$ cat src/shared/dma_chan_cfg.svh
// How it works
// - Enable bit 1 lets a finished transfer raise the interrupt; clear blocks it.
// - Enable bit 0 lets a bus error raise the interrupt; clear blocks it.
// - The enable register reads 0x0000_0001 after reset.
// - Status bit 1 sets when the whole transfer ends; writing one clears it.
// - Status bit 0 sets on a bus ERROR response while the channel is busy; writing one clears it.
// - A bus ERROR stops the transfer, flags it and returns the channel to idle.
// - A one-word buffer at 0x80 is read-only and resets to zero.
// - A controller soft reset clears the remaining byte count to zero.
`ifndef DMA_CHAN_CFG_SVH
`define DMA_CHAN_CFG_SVH
`define OFF_CTRL 8'h00
`define OFF_REMAIN 8'h1c
`define OFF_INT_ENABLE 8'h20
`define OFF_INT_STATUS 8'h24
`define OFF_SHARED_BUF 8'h80
`define BIT_SOFT_RESET 0
`define BIT_DONE 1
`define BIT_BUS_ERR 0
`define INT_ENABLE_RESET 2'h1
`define INT_STATUS_RESET 2'h0
`define SHARED_BUF_RESET 32'h0000_0000
`define BEAT_BYTES 16'h0004
`define RESP_OKAY 2'h0
`define RESP_SLVERR 2'h2
`endif

$ cat src/shared/dma_chan_pkg.sv
package dma_chan_pkg;
  typedef enum logic [2:0] {SEL_NONE, SEL_CTRL, SEL_REMAIN, SEL_IEN, SEL_ISR, SEL_BUF} reg_sel_t;
  typedef enum {CH_IDLE, CH_BUSY} chan_state_t;
  typedef struct packed {
    logic start;
    logic [15:0] count;
    logic beat;
    logic [31:0] data;
    logic err;
  } xfer_in_t;
  typedef struct packed {
    logic busy;
    logic abort;
  } xfer_out_t;
endpackage : dma_chan_pkg

$ cat src/hw/dma_chan_irq.sv
// The AXI4-Lite interface to the registers was chosen for this implementation.
`timescale 1ns/100ps
`include "dma_chan_cfg.svh"

module dma_chan_irq (
  // Clock and reset.
  input wire logic aclk,
  input wire logic aresetn,
  // Register bus write address and data.
  input wire logic awvalid,
  output logic awready,
  input wire logic [7:0] awaddr,
  input wire logic wvalid,
  output logic wready,
  input wire logic [31:0] wdata,
  input wire logic [3:0] wstrb,
  // Register bus write response.
  output logic bvalid,
  input wire logic bready,
  output logic [1:0] bresp,
  // Register bus read.
  input wire logic arvalid,
  output logic arready,
  input wire logic [7:0] araddr,
  output logic rvalid,
  input wire logic rready,
  output logic [31:0] rdata,
  output logic [1:0] rresp,
  // Transfer engine side.
  input wire dma_chan_pkg::xfer_in_t xfer_in,
  output dma_chan_pkg::xfer_out_t xfer_out,
  // Interrupt.
  output logic irq
);
  import dma_chan_pkg::*;

  function automatic reg_sel_t decode(input logic [7:0] addr);
    case (addr)
      `OFF_CTRL: decode = SEL_CTRL;
      `OFF_REMAIN: decode = SEL_REMAIN;
      `OFF_INT_ENABLE: decode = SEL_IEN;
      `OFF_INT_STATUS: decode = SEL_ISR;
      `OFF_SHARED_BUF: decode = SEL_BUF;
      default: decode = SEL_NONE;
    endcase
  endfunction : decode

  // Bus slave state.
  logic aw_have_r, aw_have_nxt;
  logic [7:0] aw_addr_r, aw_addr_nxt;
  logic w_have_r, w_have_nxt;
  logic [31:0] w_data_r, w_data_nxt;
  logic [3:0] w_strb_r, w_strb_nxt;
  logic bvalid_r, bvalid_nxt;
  logic [1:0] bresp_r, bresp_nxt;
  logic rvalid_r, rvalid_nxt;
  logic [31:0] rdata_r, rdata_nxt;
  logic [1:0] rresp_r, rresp_nxt;

  // Channel state.
  chan_state_t state_r, state_nxt;
  logic [15:0] remain_r, remain_nxt;
  logic [31:0] buf_r, buf_nxt;
  logic [1:0] ien_r, ien_nxt;
  logic [1:0] isr_r, isr_nxt;
  logic abort_r, abort_nxt;

  logic wr_go;
  reg_sel_t wr_sel;
  reg_sel_t rd_sel;
  logic soft_rst;
  logic done_ev;
  logic err_ev;

  assign awready = !aw_have_r && !bvalid_r;
  assign wready = !w_have_r && !bvalid_r;
  assign arready = !rvalid_r;
  assign bvalid = bvalid_r;
  assign bresp = bresp_r;
  assign rvalid = rvalid_r;
  assign rdata = rdata_r;
  assign rresp = rresp_r;
  assign wr_go = aw_have_r && w_have_r;
  assign wr_sel = decode(aw_addr_r);
  assign rd_sel = decode(araddr);
  assign soft_rst = wr_go && wr_sel == SEL_CTRL && w_strb_r[0] && w_data_r[`BIT_SOFT_RESET];
  // A bus error wins over a beat seen in the same cycle.
  assign err_ev = state_r == CH_BUSY && xfer_in.err;
  assign done_ev = state_r == CH_BUSY && !xfer_in.err && xfer_in.beat
                   && remain_r <= `BEAT_BYTES;
  assign irq = |(isr_r & ien_r);
  assign xfer_out.busy = state_r == CH_BUSY;
  assign xfer_out.abort = abort_r;

  always_comb begin
    aw_have_nxt = aw_have_r;
    aw_addr_nxt = aw_addr_r;
    w_have_nxt = w_have_r;
    w_data_nxt = w_data_r;
    w_strb_nxt = w_strb_r;
    bvalid_nxt = bvalid_r;
    bresp_nxt = bresp_r;
    rvalid_nxt = rvalid_r;
    rdata_nxt = rdata_r;
    rresp_nxt = rresp_r;
    if (awvalid && awready) begin
      aw_have_nxt = 1'b1;
      aw_addr_nxt = awaddr;
    end
    if (wvalid && wready) begin
      w_have_nxt = 1'b1;
      w_data_nxt = wdata;
      w_strb_nxt = wstrb;
    end
    if (bvalid_r && bready) begin
      bvalid_nxt = 1'b0;
    end
    if (wr_go) begin
      aw_have_nxt = 1'b0;
      w_have_nxt = 1'b0;
      bvalid_nxt = 1'b1;
      bresp_nxt = (wr_sel == SEL_NONE) ? `RESP_SLVERR : `RESP_OKAY;
    end
    if (rvalid_r && rready) begin
      rvalid_nxt = 1'b0;
    end
    if (arvalid && arready) begin
      rvalid_nxt = 1'b1;
      rresp_nxt = `RESP_OKAY;
      case (rd_sel)
        SEL_REMAIN: rdata_nxt = {16'h0000, remain_r};
        SEL_IEN: rdata_nxt = {30'h0, ien_r};
        SEL_ISR: rdata_nxt = {30'h0, isr_r};
        SEL_BUF: rdata_nxt = buf_r;
        SEL_CTRL: rdata_nxt = {31'h0, xfer_out.busy};
        default: begin
          rdata_nxt = 32'h0000_0000;
          rresp_nxt = `RESP_SLVERR;
        end
      endcase
    end
  end

  always_comb begin
    state_nxt = state_r;
    remain_nxt = remain_r;
    buf_nxt = buf_r;
    ien_nxt = ien_r;
    isr_nxt = isr_r;
    abort_nxt = 1'b0;
    if (wr_go && wr_sel == SEL_IEN && w_strb_r[0]) begin
      ien_nxt = w_data_r[1:0];
    end
    if (wr_go && wr_sel == SEL_ISR && w_strb_r[0]) begin
      isr_nxt = isr_r & ~w_data_r[1:0];
    end
    // Hardware set wins over a same-cycle clear.
    isr_nxt[`BIT_DONE] = isr_nxt[`BIT_DONE] | done_ev;
    isr_nxt[`BIT_BUS_ERR] = isr_nxt[`BIT_BUS_ERR] | err_ev;
    case (state_r)
      CH_IDLE: begin
        if (xfer_in.start && xfer_in.count != 16'h0000) begin
          state_nxt = CH_BUSY;
          remain_nxt = xfer_in.count;
        end
      end
      CH_BUSY: begin
        if (xfer_in.err) begin
          state_nxt = CH_IDLE;
          abort_nxt = 1'b1;
        end else if (xfer_in.beat) begin
          buf_nxt = xfer_in.data;
          remain_nxt = done_ev ? 16'h0000 : remain_r - `BEAT_BYTES;
          if (done_ev) begin
            state_nxt = CH_IDLE;
          end
        end
      end
      default: state_nxt = CH_IDLE;
    endcase
    if (soft_rst) begin
      state_nxt = CH_IDLE;
      remain_nxt = 16'h0000;
    end
  end

  always_ff @(posedge aclk) begin
    if (!aresetn) begin
      aw_have_r <= 1'b0;
      aw_addr_r <= 8'h00;
      w_have_r <= 1'b0;
      w_data_r <= 32'h0000_0000;
      w_strb_r <= 4'h0;
      bvalid_r <= 1'b0;
      bresp_r <= `RESP_OKAY;
      rvalid_r <= 1'b0;
      rdata_r <= 32'h0000_0000;
      rresp_r <= `RESP_OKAY;
    end else begin
      aw_have_r <= aw_have_nxt;
      aw_addr_r <= aw_addr_nxt;
      w_have_r <= w_have_nxt;
      w_data_r <= w_data_nxt;
      w_strb_r <= w_strb_nxt;
      bvalid_r <= bvalid_nxt;
      bresp_r <= bresp_nxt;
      rvalid_r <= rvalid_nxt;
      rdata_r <= rdata_nxt;
      rresp_r <= rresp_nxt;
    end
  end

  always_ff @(posedge aclk) begin
    if (!aresetn) begin
      state_r <= CH_IDLE;
      remain_r <= 16'h0000;
      buf_r <= `SHARED_BUF_RESET;
      ien_r <= `INT_ENABLE_RESET;
      isr_r <= `INT_STATUS_RESET;
      abort_r <= 1'b0;
    end else begin
      state_r <= state_nxt;
      remain_r <= remain_nxt;
      buf_r <= buf_nxt;
      ien_r <= ien_nxt;
      isr_r <= isr_nxt;
      abort_r <= abort_nxt;
    end
  end

  // Checks.
  logic past_rst_r;
  always_ff @(posedge aclk) begin
    past_rst_r <= !aresetn;
  end
endmodule : dma_chan_irq

$ cat config.mk
export PLATFORM = sky130hd
export DESIGN_NAME = dma_chan_irq
export DESIGN_NICKNAME = d
export VERILOG_FILES = /design/src/shared/dma_chan_pkg.sv /design/src/hw/dma_chan_irq.sv
export VERILOG_INCLUDE_DIRS = /design/src /design/src/shared
export SDC_FILE = /design/constraint.sdc
export NUM_CORES = 1
export LEC_CHECK = 0
export ABC_AREA = 1
export BUFFER_PORTS_ARGS = -buffer_cell sky130_fd_sc_hd__buf_4
export CORE_MARGIN = 4
export CORE_UTILIZATION = 55
export DETAILED_ROUTE_END_ITERATION = 10
export PLACE_DENSITY = 0.93
export RECOVER_POWER = 100
export SLEW_MARGIN = 40
export SYNTH_ARGS = -nofsm -noshare
export SYNTH_HDL_FRONTEND = slang
export SYNTH_SLANG_ARGS = --single-unit
$ cat constraint.sdc
create_clock -name aclk -period 2.95 [get_ports aclk]
set_input_delay 0.295 -clock aclk [delete_from_list [all_inputs] [get_ports aclk]]
set_output_delay 0.295 -clock aclk [all_outputs]
set_load 0.1 [all_outputs]
* Word-level counts from Yosys, hierarchy flattened *
Cells that the tools add are included.
W data, S select, Z words.

word-level totals
  logic and storage cells = 110
  output and inout port bits = 44
  input port bits = 110
  bits in registers = 136

cells by class
  reductions and logical operators = 41
  muxes and demuxes = 21
  equal/unequal tests = 23
  add/subtract/negate cells = 1
  order comparisons = 1
  bitwise gates (word level) = 7

operators by type and width
  kind                     count
  $pmux W32 S5             1
  $mux W32                 4
  $mux W16                 4
  $pmux W32 S2             1
  $eq A32 B1 Y1 const B    1
  $eq A32 B2 Y1 const B    1
  $eq A8 B6 Y1 const B     4
  $logic_not A32 Y1        1
  $pmux W16 S2             1
  $pmux W3 S5              2
  $logic_and A1 B1 Y1      20
  $eq A8 B5 Y1 const B     2
  $eq A8 B8 Y1 const B     2
  $le A16 B3 Y1 const B    1
  $logic_not A8 Y1         2
  $reduce_bool A16 Y1      1
  $sub A16 B3 Y16 const B  1
  $eq A3 B2 Y1 const B     3
  $eq A3 B3 Y1 const B     3
  $eq A3 B1 Y1 const B     2
  $mux W2                  3
  $ne A2 B2 Y1 const B     3
  $ne A3 B3 Y1 const B     2
  $reduce_and A3 Y1        2
  other kinds (12)         27

* Logic depth before layout (Yosys ltp) *
Gate-level depths: netlist (run 1).

  depth in word-level cells = 8
  depth in mapped cells = 11
  gate-level depth less buffers = 11

* Worst setup path before layout (run 1) *
OpenSTA, ideal clock, no wires.

  kind = register -> register
  start point = register bvalid_r (netlist: bvalid)
  end point = register aw_addr_r[3]
  setup slack = 0.047 ns
  period minus slack after synthesis = 2.903 ns
  setup time = 0.126 ns
  required time = 2.824 ns
  stages on the path, launching flop included = 6
  buffers on the path = 1
  arrival = 2.777 ns
  cells stage by stage = dfxtp_1 -> nor2_1 -> nand2_1 -> clkbuf_1 -> o21ai_0 -> a21oi_1

on the way
  word-level cells in the longest chain between the ends = 3

RTL lines
  item                    line                 source
  from (decl)             dma_chan_irq.sv:54   logic bvalid_r, bvalid_nxt;
  from (signal assigned)  dma_chan_irq.sv:205  bvalid_r <= bvalid_nxt;
  $logic_not A1 Y1        dma_chan_irq.sv:75   assign awready = !aw_have_r && !bvalid_r;
  $logic_and A1 B1 Y1     dma_chan_irq.sv:75
  via awready             dma_chan_irq.sv:11   output logic awready,
  $logic_and A1 B1 Y1     dma_chan_irq.sv:106  if (awvalid && awready) begin
  to (signal assigned)    dma_chan_irq.sv:201  aw_addr_r <= aw_addr_nxt;
  to (decl)               dma_chan_irq.sv:50   logic [7:0] aw_addr_r, aw_addr_nxt;

The timed path passes the listed nets, and every way through them passes these cells.
A chain may end at the register's enable or synchronous reset.

* Worst setup path after layout (run 1) *
  start point = register state_r[0]
  end point = register remain_r[2]

on the way
  word-level cells in the longest chain between the ends = 8
  elaborated cells on any way between the ends = 15
  classes of those cells = eq/ne (5); mux (4); reduce/logical (6)

RTL lines
  item                                  line                 source
  from (decl)                           dma_chan_irq.sv:61   chan_state_t state_r, state_nxt;
  from (signal assigned)                dma_chan_irq.sv:222  state_r <= state_nxt;
  $eq A32 B2 Y1                         dma_chan_irq.sv:89   assign done_ev = state_r == CH_BUSY && !xfer_in.err && xfer_in.beat
  $logic_and A1 B1 Y1 (2 in a row)      dma_chan_irq.sv:89
  $logic_and A1 B1 Y1 (no source line)  n/a
  $mux W16 (no source line)             n/a
  $mux W16                              dma_chan_irq.sv:171  end else if (xfer_in.beat) begin
  $mux W16                              dma_chan_irq.sv:168  if (xfer_in.err) begin
  $pmux W16 S2                          dma_chan_irq.sv:160  case (state_r)
  to (signal assigned)                  dma_chan_irq.sv:223  remain_r <= remain_nxt;
  to (decl)                             dma_chan_irq.sv:62   logic [15:0] remain_r, remain_nxt;

Parallel ways exist; a longest one is shown, timed or not. The select of a mux whose other input is x is not followed.

==> impl_results.md, run 1 <==
* Die H at 101 µm
* Post-synth EDFFs at 0
* Crit-path cells: nand2_2, nor2_4, inv_1, buf_4, a22oi_1, a21oi_1
* Status: finished, final reports clean
* Minimum clock period at 2.37 ns
* DR iter-0 viols at 293
* Synth Area in Simple Gates at 0.255
* Vias at 4883
* Worst R2R End: remain_r[2]
* Post-route ant nets at 0
* Area Growth Syn to Fin at 19.6%
* Yosys warnings at 0
* Max Slew Vio Count at 0
* Commonest register cell after synthesis: dfxtp_1
* Mapped cell area at 0.00475 mm²
* Placed Area at 0.00565 mm²
* DR pass1 iterations at 5
* First-pass GRT wire length at 21.1 mm
* I/O pins at 154
* Hold crit path type: input port to register
* Clk_skew at 0.00927 ns
* CP Data Required Time at 3.20 ns
* Main combinational cell family by area after synthesis: simple AND/OR/NAND/NOR gates
* Largest area contributor in the netlist: dfxtp_1
* Clock Sinks at 103
* Post-Synth Adder-Cell Area at 0.00526
* Wire per inst at 14.5 µm
* Root Driver: clkbuf_8
* Post-Syn Area per Cell at 6.88 µm²
* Fin nets at 905
* Synth async-reset ratio at 0
* Comb power frac at 0.211
* Routed WL at 13.1 mm
* Type of origin of the critical path: register
* Compound-Gate Fraction of Synth Area at 0.194
* Seq/Total Area, Yosys at 0.434
* Number of remaining DRC errors at 0
* Crit Path Max Fanout at 32
* Number of global-route vias before repair at 4628
* GRT Util Overall at 0.256
* Number of buffers created by CTS at 9
* Seq cells post-synth at 103
* CP Capture Type: register
* Pwr Total at 3.16 mW
* Num rows at 33
* Yosys cell types at 35
* CP Class: register to register
* P_sw at 1.02 mW
* CP Data Arrival Time at 2.62 ns
* Post-synthesis xor/xnor area fraction at 0.0129
* Cell internal pwr at 2.14 mW
* Unrepaired setup endpoints after global routing: false
* Yosys top cell area share at 0.434
* Finished Cell Area at 0.00569 mm²
* Port bufs at 118
* Global route total overflow at 0
* Worst-skew pair later-pin latency at 0.37 ns
* Clk network pwr share at 0.309
* Flop pwr share at 0.481
* Post_cts resized at 0
* Top cells by area, synth: dfxtp_1, nand2_1, nor2_1
* Slew margin rel. at 0.178
* Slowest cell on the critical path: dfxtp_1
* Vias per std cell at 5.41
* Number of setup buffers added after CTS at 0
* Antenna violations before repair at 0
* Tcrit/Tclk final at 0.802
* Core Area at 0.00830 mm²
* Die Wd at 101 µm
* Hold_sp: xfer_in[28]
* Cts hold-fix bufs at 0
* Hold Slack at 0.142 ns
* Clk slew on worst S/H paths at 0.10 ns
* RePlAce Congestion at 0.951
* Final setup viols at 0
* CTS tree: done
* Post-Syn Instances at 691
* Sw Ratio at 0.324
* WHS Endpoint: buf_r[27]
* Most numerous cell in the Yosys netlist: nand2_1
* Final setup TNS at 0 ns
* Most instantiated cells after synthesis: nand2_1, dfxtp_1, nor2_1
* Max VDD drop at 0.000318 V
* Mux cell area share after synthesis at 0
* Max-Cap Viols at 0
* Starting Density at 0.573
* Worst r2r src: state_r[0]
* Final count of hold timing violations at 0
* Static leakage at 2.51 nW
* Fmax at 423 MHz
* Die area at 0.0102 mm²
* Post-detail-place hpwl at 9.38 mm
* # H-tree levels at 3
* Hold Path Stages at 3
* FF-to-FF setup slack at 0.58 ns
* Share of cells above drive strength 1 at 0.138
* Largest net degree at the start of global routing at 67
* PwrDens at 556 mW/mm²
* Worst path max stage delay at 0.54 ns
* R2R depth at 6
* Antenna cells at 0
* CTS Buffer Depth at 2
* Worst slew pin tran at 1.24 ns
[worst max path at each step]
| stage | to | slack [ns] | from |
|---|---|---|---|
| finish | remain_r[2] | 0.58 | state_r[0] |
| floorplan | aw_addr_r[3] | 0.05 | bvalid |
| global route | remain_r[3] | 0.37 | state_r[0] |
| global placement | remain_r[2] | 0.91 | state_r[0] |
| detailed placement | remain_r[2] | 0.87 | state_r[0] |
| CTS | remain_r[2] | 0.85 | state_r[0] |
[power groups by stage]
stage                     registers, mW  clock network (mW)  logic, mW
after global routing               1.53                1.03      0.729
after CTS                          1.52               0.985      0.690
after global placement             1.54                   0      0.667
after floorplan                    1.67                   0      0.361
after detailed placement           1.55                   0      0.685
final                              1.52               0.975      0.667
[flip-flops by register name, indices dropped and copies added, names as in the netlist, 2 cells and up]
name / cells
aw_addr_r: 8
remain_r: 16
buf_r: 32
w_data_r: 2
rdata: 32
ien_r: 2
isr_r: 2
[per-stage QoR]
| step | instances | util | worst slack (ns) |
|---|---|---|---|
| after global placement | 887 | 0.681 | 0.913 |
| after detailed placement | 887 | 0.681 | 0.874 |
| after CTS | 903 | 0.708 | 0.850 |
| after global routing | 903 | 0.685 | 0.374 |
| final | 903 | 0.685 | 0.585 |
| after floorplan | 692 | - | 0.0470 |
[critical path, delay by kind of cell (launching register included)]
family | cells | cell delay, ns
AOI/OAI and AO/OA | 2 | 0.29
buffers and inverters | 2 | 0.95
DFF | 1 | 0.54
and+or+nand+nor | 2 | 0.47
[final cells by class]
type                       count  area [µm²]
inverter                      80         300
multi-input combinational    475        2200
sequential                   103        2060
clock inverter                 6        92.6
timing repair buffer         124         769
tap                          105         131
clock buffer                  10         128
fill                         702        2610
[kinds of logic (layout without fill, tap and decap cells)]
family	after synthesis	after routing
other	1	2
buffers and inverters	114	220
AND/OR/NAND/NOR	290	290
flip-flops	103	103
adder cells (fa/ha/maj)	2	2
AO/OA/AOI/OAI	174	174
XOR/XNOR	7	7
[metal layers]
layer  GRT usage  wire length, µm  vias to the layer above
li1            -                -                     2417
met1       0.310             5190                     2223
met2       0.445             6390                      213
met3      0.0630             1210                       30
met4      0.0849              276                        0
met5           0                0                        -
[layout by cell type (no fill, tap or decap), types with 13 or more instances in the layout]
| cell | Yosys | final |
|---|---|---|
| a21oi_1 | 71 | 71 |
| buf_4 | 3 | 81 |
| clkbuf_1 | 18 | 44 |
| dfxtp_1 | 103 | 103 |
| inv_1 | 76 | 78 |
| nand2_1 | 128 | 129 |
| nand3_1 | 40 | 43 |
| nor2_1 | 103 | 104 |
| o21ai_0 | 76 | 77 |
| o22ai_1 | 13 | 13 |
Note: power is estimated with default switching activity, not from simulation.
==> run 2, diff against run 1 <==
- CORE_UTILIZATION: 55 -> 46
- PLACE_DENSITY: 0.93 -> 0.83
- clock period: 2.95 -> 2 ns (I/O delays scaled with it)
==> run 2 against run 1 <==
Against the previous run:
- global-route usage is 4.9 points lower
- total power is 42% higher
- final cell count is 3.8% higher
- core utilization is 9.9 points lower
- setup slack worse by 0.31 ns
- count of clock-buffer cells in the layout is 1 lower
- sequential share of layout area is 0.77 points lower
- wire length is 5.7% lower
- final area is 2.2% higher
- clock power is 29% higher
- critical endpoint is now remain_r[1]
==> impl_results.md, run 2 (synthesis gave the netlist of run 1 again) <==
* Number of buffers created by CTS at 9 (unchanged)
* Vias per std cell at 5.00 (-7.5%)
* CP Class: register to register
* Non-Filler Instances at 937 (+3.8%)
* FF-to-FF setup slack at 0.27 ns (-0.31 ns)
* Fin nets at 911 (+0.66%)
* Crit Path Max Fanout at 8 (-75%)
* Static leakage at 2.68 nW (+6.8%)
* Final setup TNS at 0 ns (unchanged)
* Register area at 0.00206 mm² (unchanged)
* Type of origin of the critical path: register
* Fill cells at 985 (+40%)
* Core Area at 0.00991 mm² (+19%)
* Die Wd at 110 µm (+8.6%)
* First-pass GRT wire length at 19.9 mm (-5.8%)
* Tcrit/Tclk final at 0.863 (+0.0614)
* Crit path from: state_r[0]
* Clk_skew at 0.0158 ns (+0.00653 ns)
* Number of setup buffers added after CTS at 0 (unchanged)
* Max Slew Vio Count at 0 (unchanged)
* Wire per inst at 13.2 µm (-9.1%)
* Clock Sinks at 103 (unchanged)
* CP Data Required Time at 2.29 ns (-0.91 ns)
* # H-tree levels at 3 (unchanged)
* Antenna cells at 0 (unchanged)
* Worst r2r src: state_r[0]
* Num rows at 36 (+9.1%)
* Routed WL at 12.3 mm (-5.7%)
* Area of the multi-input gates at 0.00222 mm² (+0.80%)
* Max-Cap Viols at 0 (unchanged)
* R2R depth at 8 (+2)
* Number of global-route vias before repair at 4278 (-7.6%)
* CTS Buffer Depth at 2 (unchanged)
* Post_cts resized at 0 (unchanged)
* Fmax at 579 MHz (+37%)
* Worst R2R End: remain_r[1]
* Unrepaired setup endpoints after global routing: false
* Finished Cell Area at 0.00581 mm² (+2.2%)
* RePlAce Congestion at 0.870 (-8.5%)
* Placed Area at 0.00576 mm² (+2.0%)
* Port bufs at 118 (unchanged)
* Clk slew on worst S/H paths at 0.11 ns (about the same)
* Status: finished, final reports clean
* Die H at 110 µm (+8.6%)
* Post-route ant nets at 0 (unchanged)
* Slew margin rel. at 0.403 (+0.225)
* Post-layout util at 0.586 (-0.0989)
* Number of remaining DRC errors at 0 (unchanged)
* Largest net degree at the start of global routing at 67 (unchanged)
* Hold crit path type: input port to register
* Global route total overflow at 0 (unchanged)
* Vias at 4686 (-4.0%)
* CP Capture Type: register
* Root Driver: clkbuf_8
* Inst Count DP at 921 (+3.8%)
* Final count of hold timing violations at 0 (unchanged)
* Most common cell after layout, fill and taps aside: nand2_1
* I/O pins at 154 (unchanged)
* GRT Util Overall at 0.208 (-0.0485)
* Minimum clock period at 1.73 ns (-0.639 ns)
* Area Growth Syn to Fin at 22.2%
* DR pass1 iterations at 5 (unchanged)
* CP Data Arrival Time at 2.01 ns (-0.61 ns)
* Worst-skew pair later-pin latency at 0.37 ns (about the same)
* Antenna violations before repair at 0 (unchanged)
* PwrDens at 772 mW/mm² (+39%)
* DR iter-0 viols at 212 (-28%)
* Share of cells above drive strength 1 at 0.203 (+0.0649)
* Max VDD drop at 0.000501 V (+57%)
* Final setup viols at 0 (unchanged)
* Cts hold-fix bufs at 0 (unchanged)
* Hold Slack at 0.0417 ns (-0.0998 ns)
* CP Capture Point: remain_r[1]
* Starting Density at 0.480 (-0.0931)
* CTS tree: done
* Worst slew pin tran at 0.896 ns (-0.342 ns)
* Post-detail-place hpwl at 8.95 mm (-4.5%)
* Die area at 0.0120 mm² (+18%)
* Most frequent cells in the layout: nand2_1, dfxtp_1, nor2_1
-- run 2: cell types whose count changed in the layout (fill, tap and decap cells not counted), sizes merged --
cell      delta
clkbuf       -1
buf          +6
clkinv       +5
clkinvlp     -2
bufinv       -2
-- run 2: how the worst min path moves through the flow --
stage                start  cells past startpoint  slack [ns]        end
2_1_floorplan  xfer_in[17]                      2        0.33  buf_r[16]
3_3_place_gp   xfer_in[27]                      3        0.42  buf_r[26]
3_5_place_dp   xfer_in[29]                      3        0.43  buf_r[28]
4_1_cts        xfer_in[29]                      3        0.03  buf_r[28]
5_1_grt        xfer_in[24]                      3        0.02  buf_r[23]
6_report       xfer_in[21]                      3        0.04  buf_r[20]
-- run 2: layout make-up --
class / count / share of cell area
Tap cell: 133 / 0.0287
Inverter: 80 / 0.0517
Clock inverter: 7 / 0.0116
Sequential cell: 103 / 0.355
Timing Repair Buffer: 130 / 0.150
Clock buffer: 9 / 0.0213
Multi-Input combinational cell: 475 / 0.382
-- run 2: report_power, final --
part / switching (mW) / total, mW / internal [mW]
clock network: 0.776 / 1.26 / 0.481
registers: 0.0777 / 2.24 / 2.16
logic: 0.693 / 0.989 / 0.296
-- run 2: through the flow --
stage | setup slack (ns) | power, mW
floorplan | 0.119 | 3.01
global placement | 0.378 | 3.29
detailed placement | 0.360 | 3.31
CTS | 0.331 | 4.55
global route | 0.0873 | 4.72
finish | 0.274 | 4.48
-- run 2: critical path, cell delays in order, from the launching register on --
cell	delay, ns
dfxtp_1	0.51
nand2_1	0.14
nor2_4	0.19
nand3_1	0.15
nor2_4	0.13
nand2_1	0.18
nand2_1	0.14
nand3_1	0.08
a21oi_1	0.14
-- run 2: metal layers --
layer | up-vias | part of all wire | GRT usage
met1 | 2100 | 0.43 | 0.264
li1 | 2432 | - | -
met3 | 14 | 0.090 | 0.0716
met5 | - | 0 | 0
met2 | 140 | 0.47 | 0.341
met4 | 0 | 0.012 | 0.0481
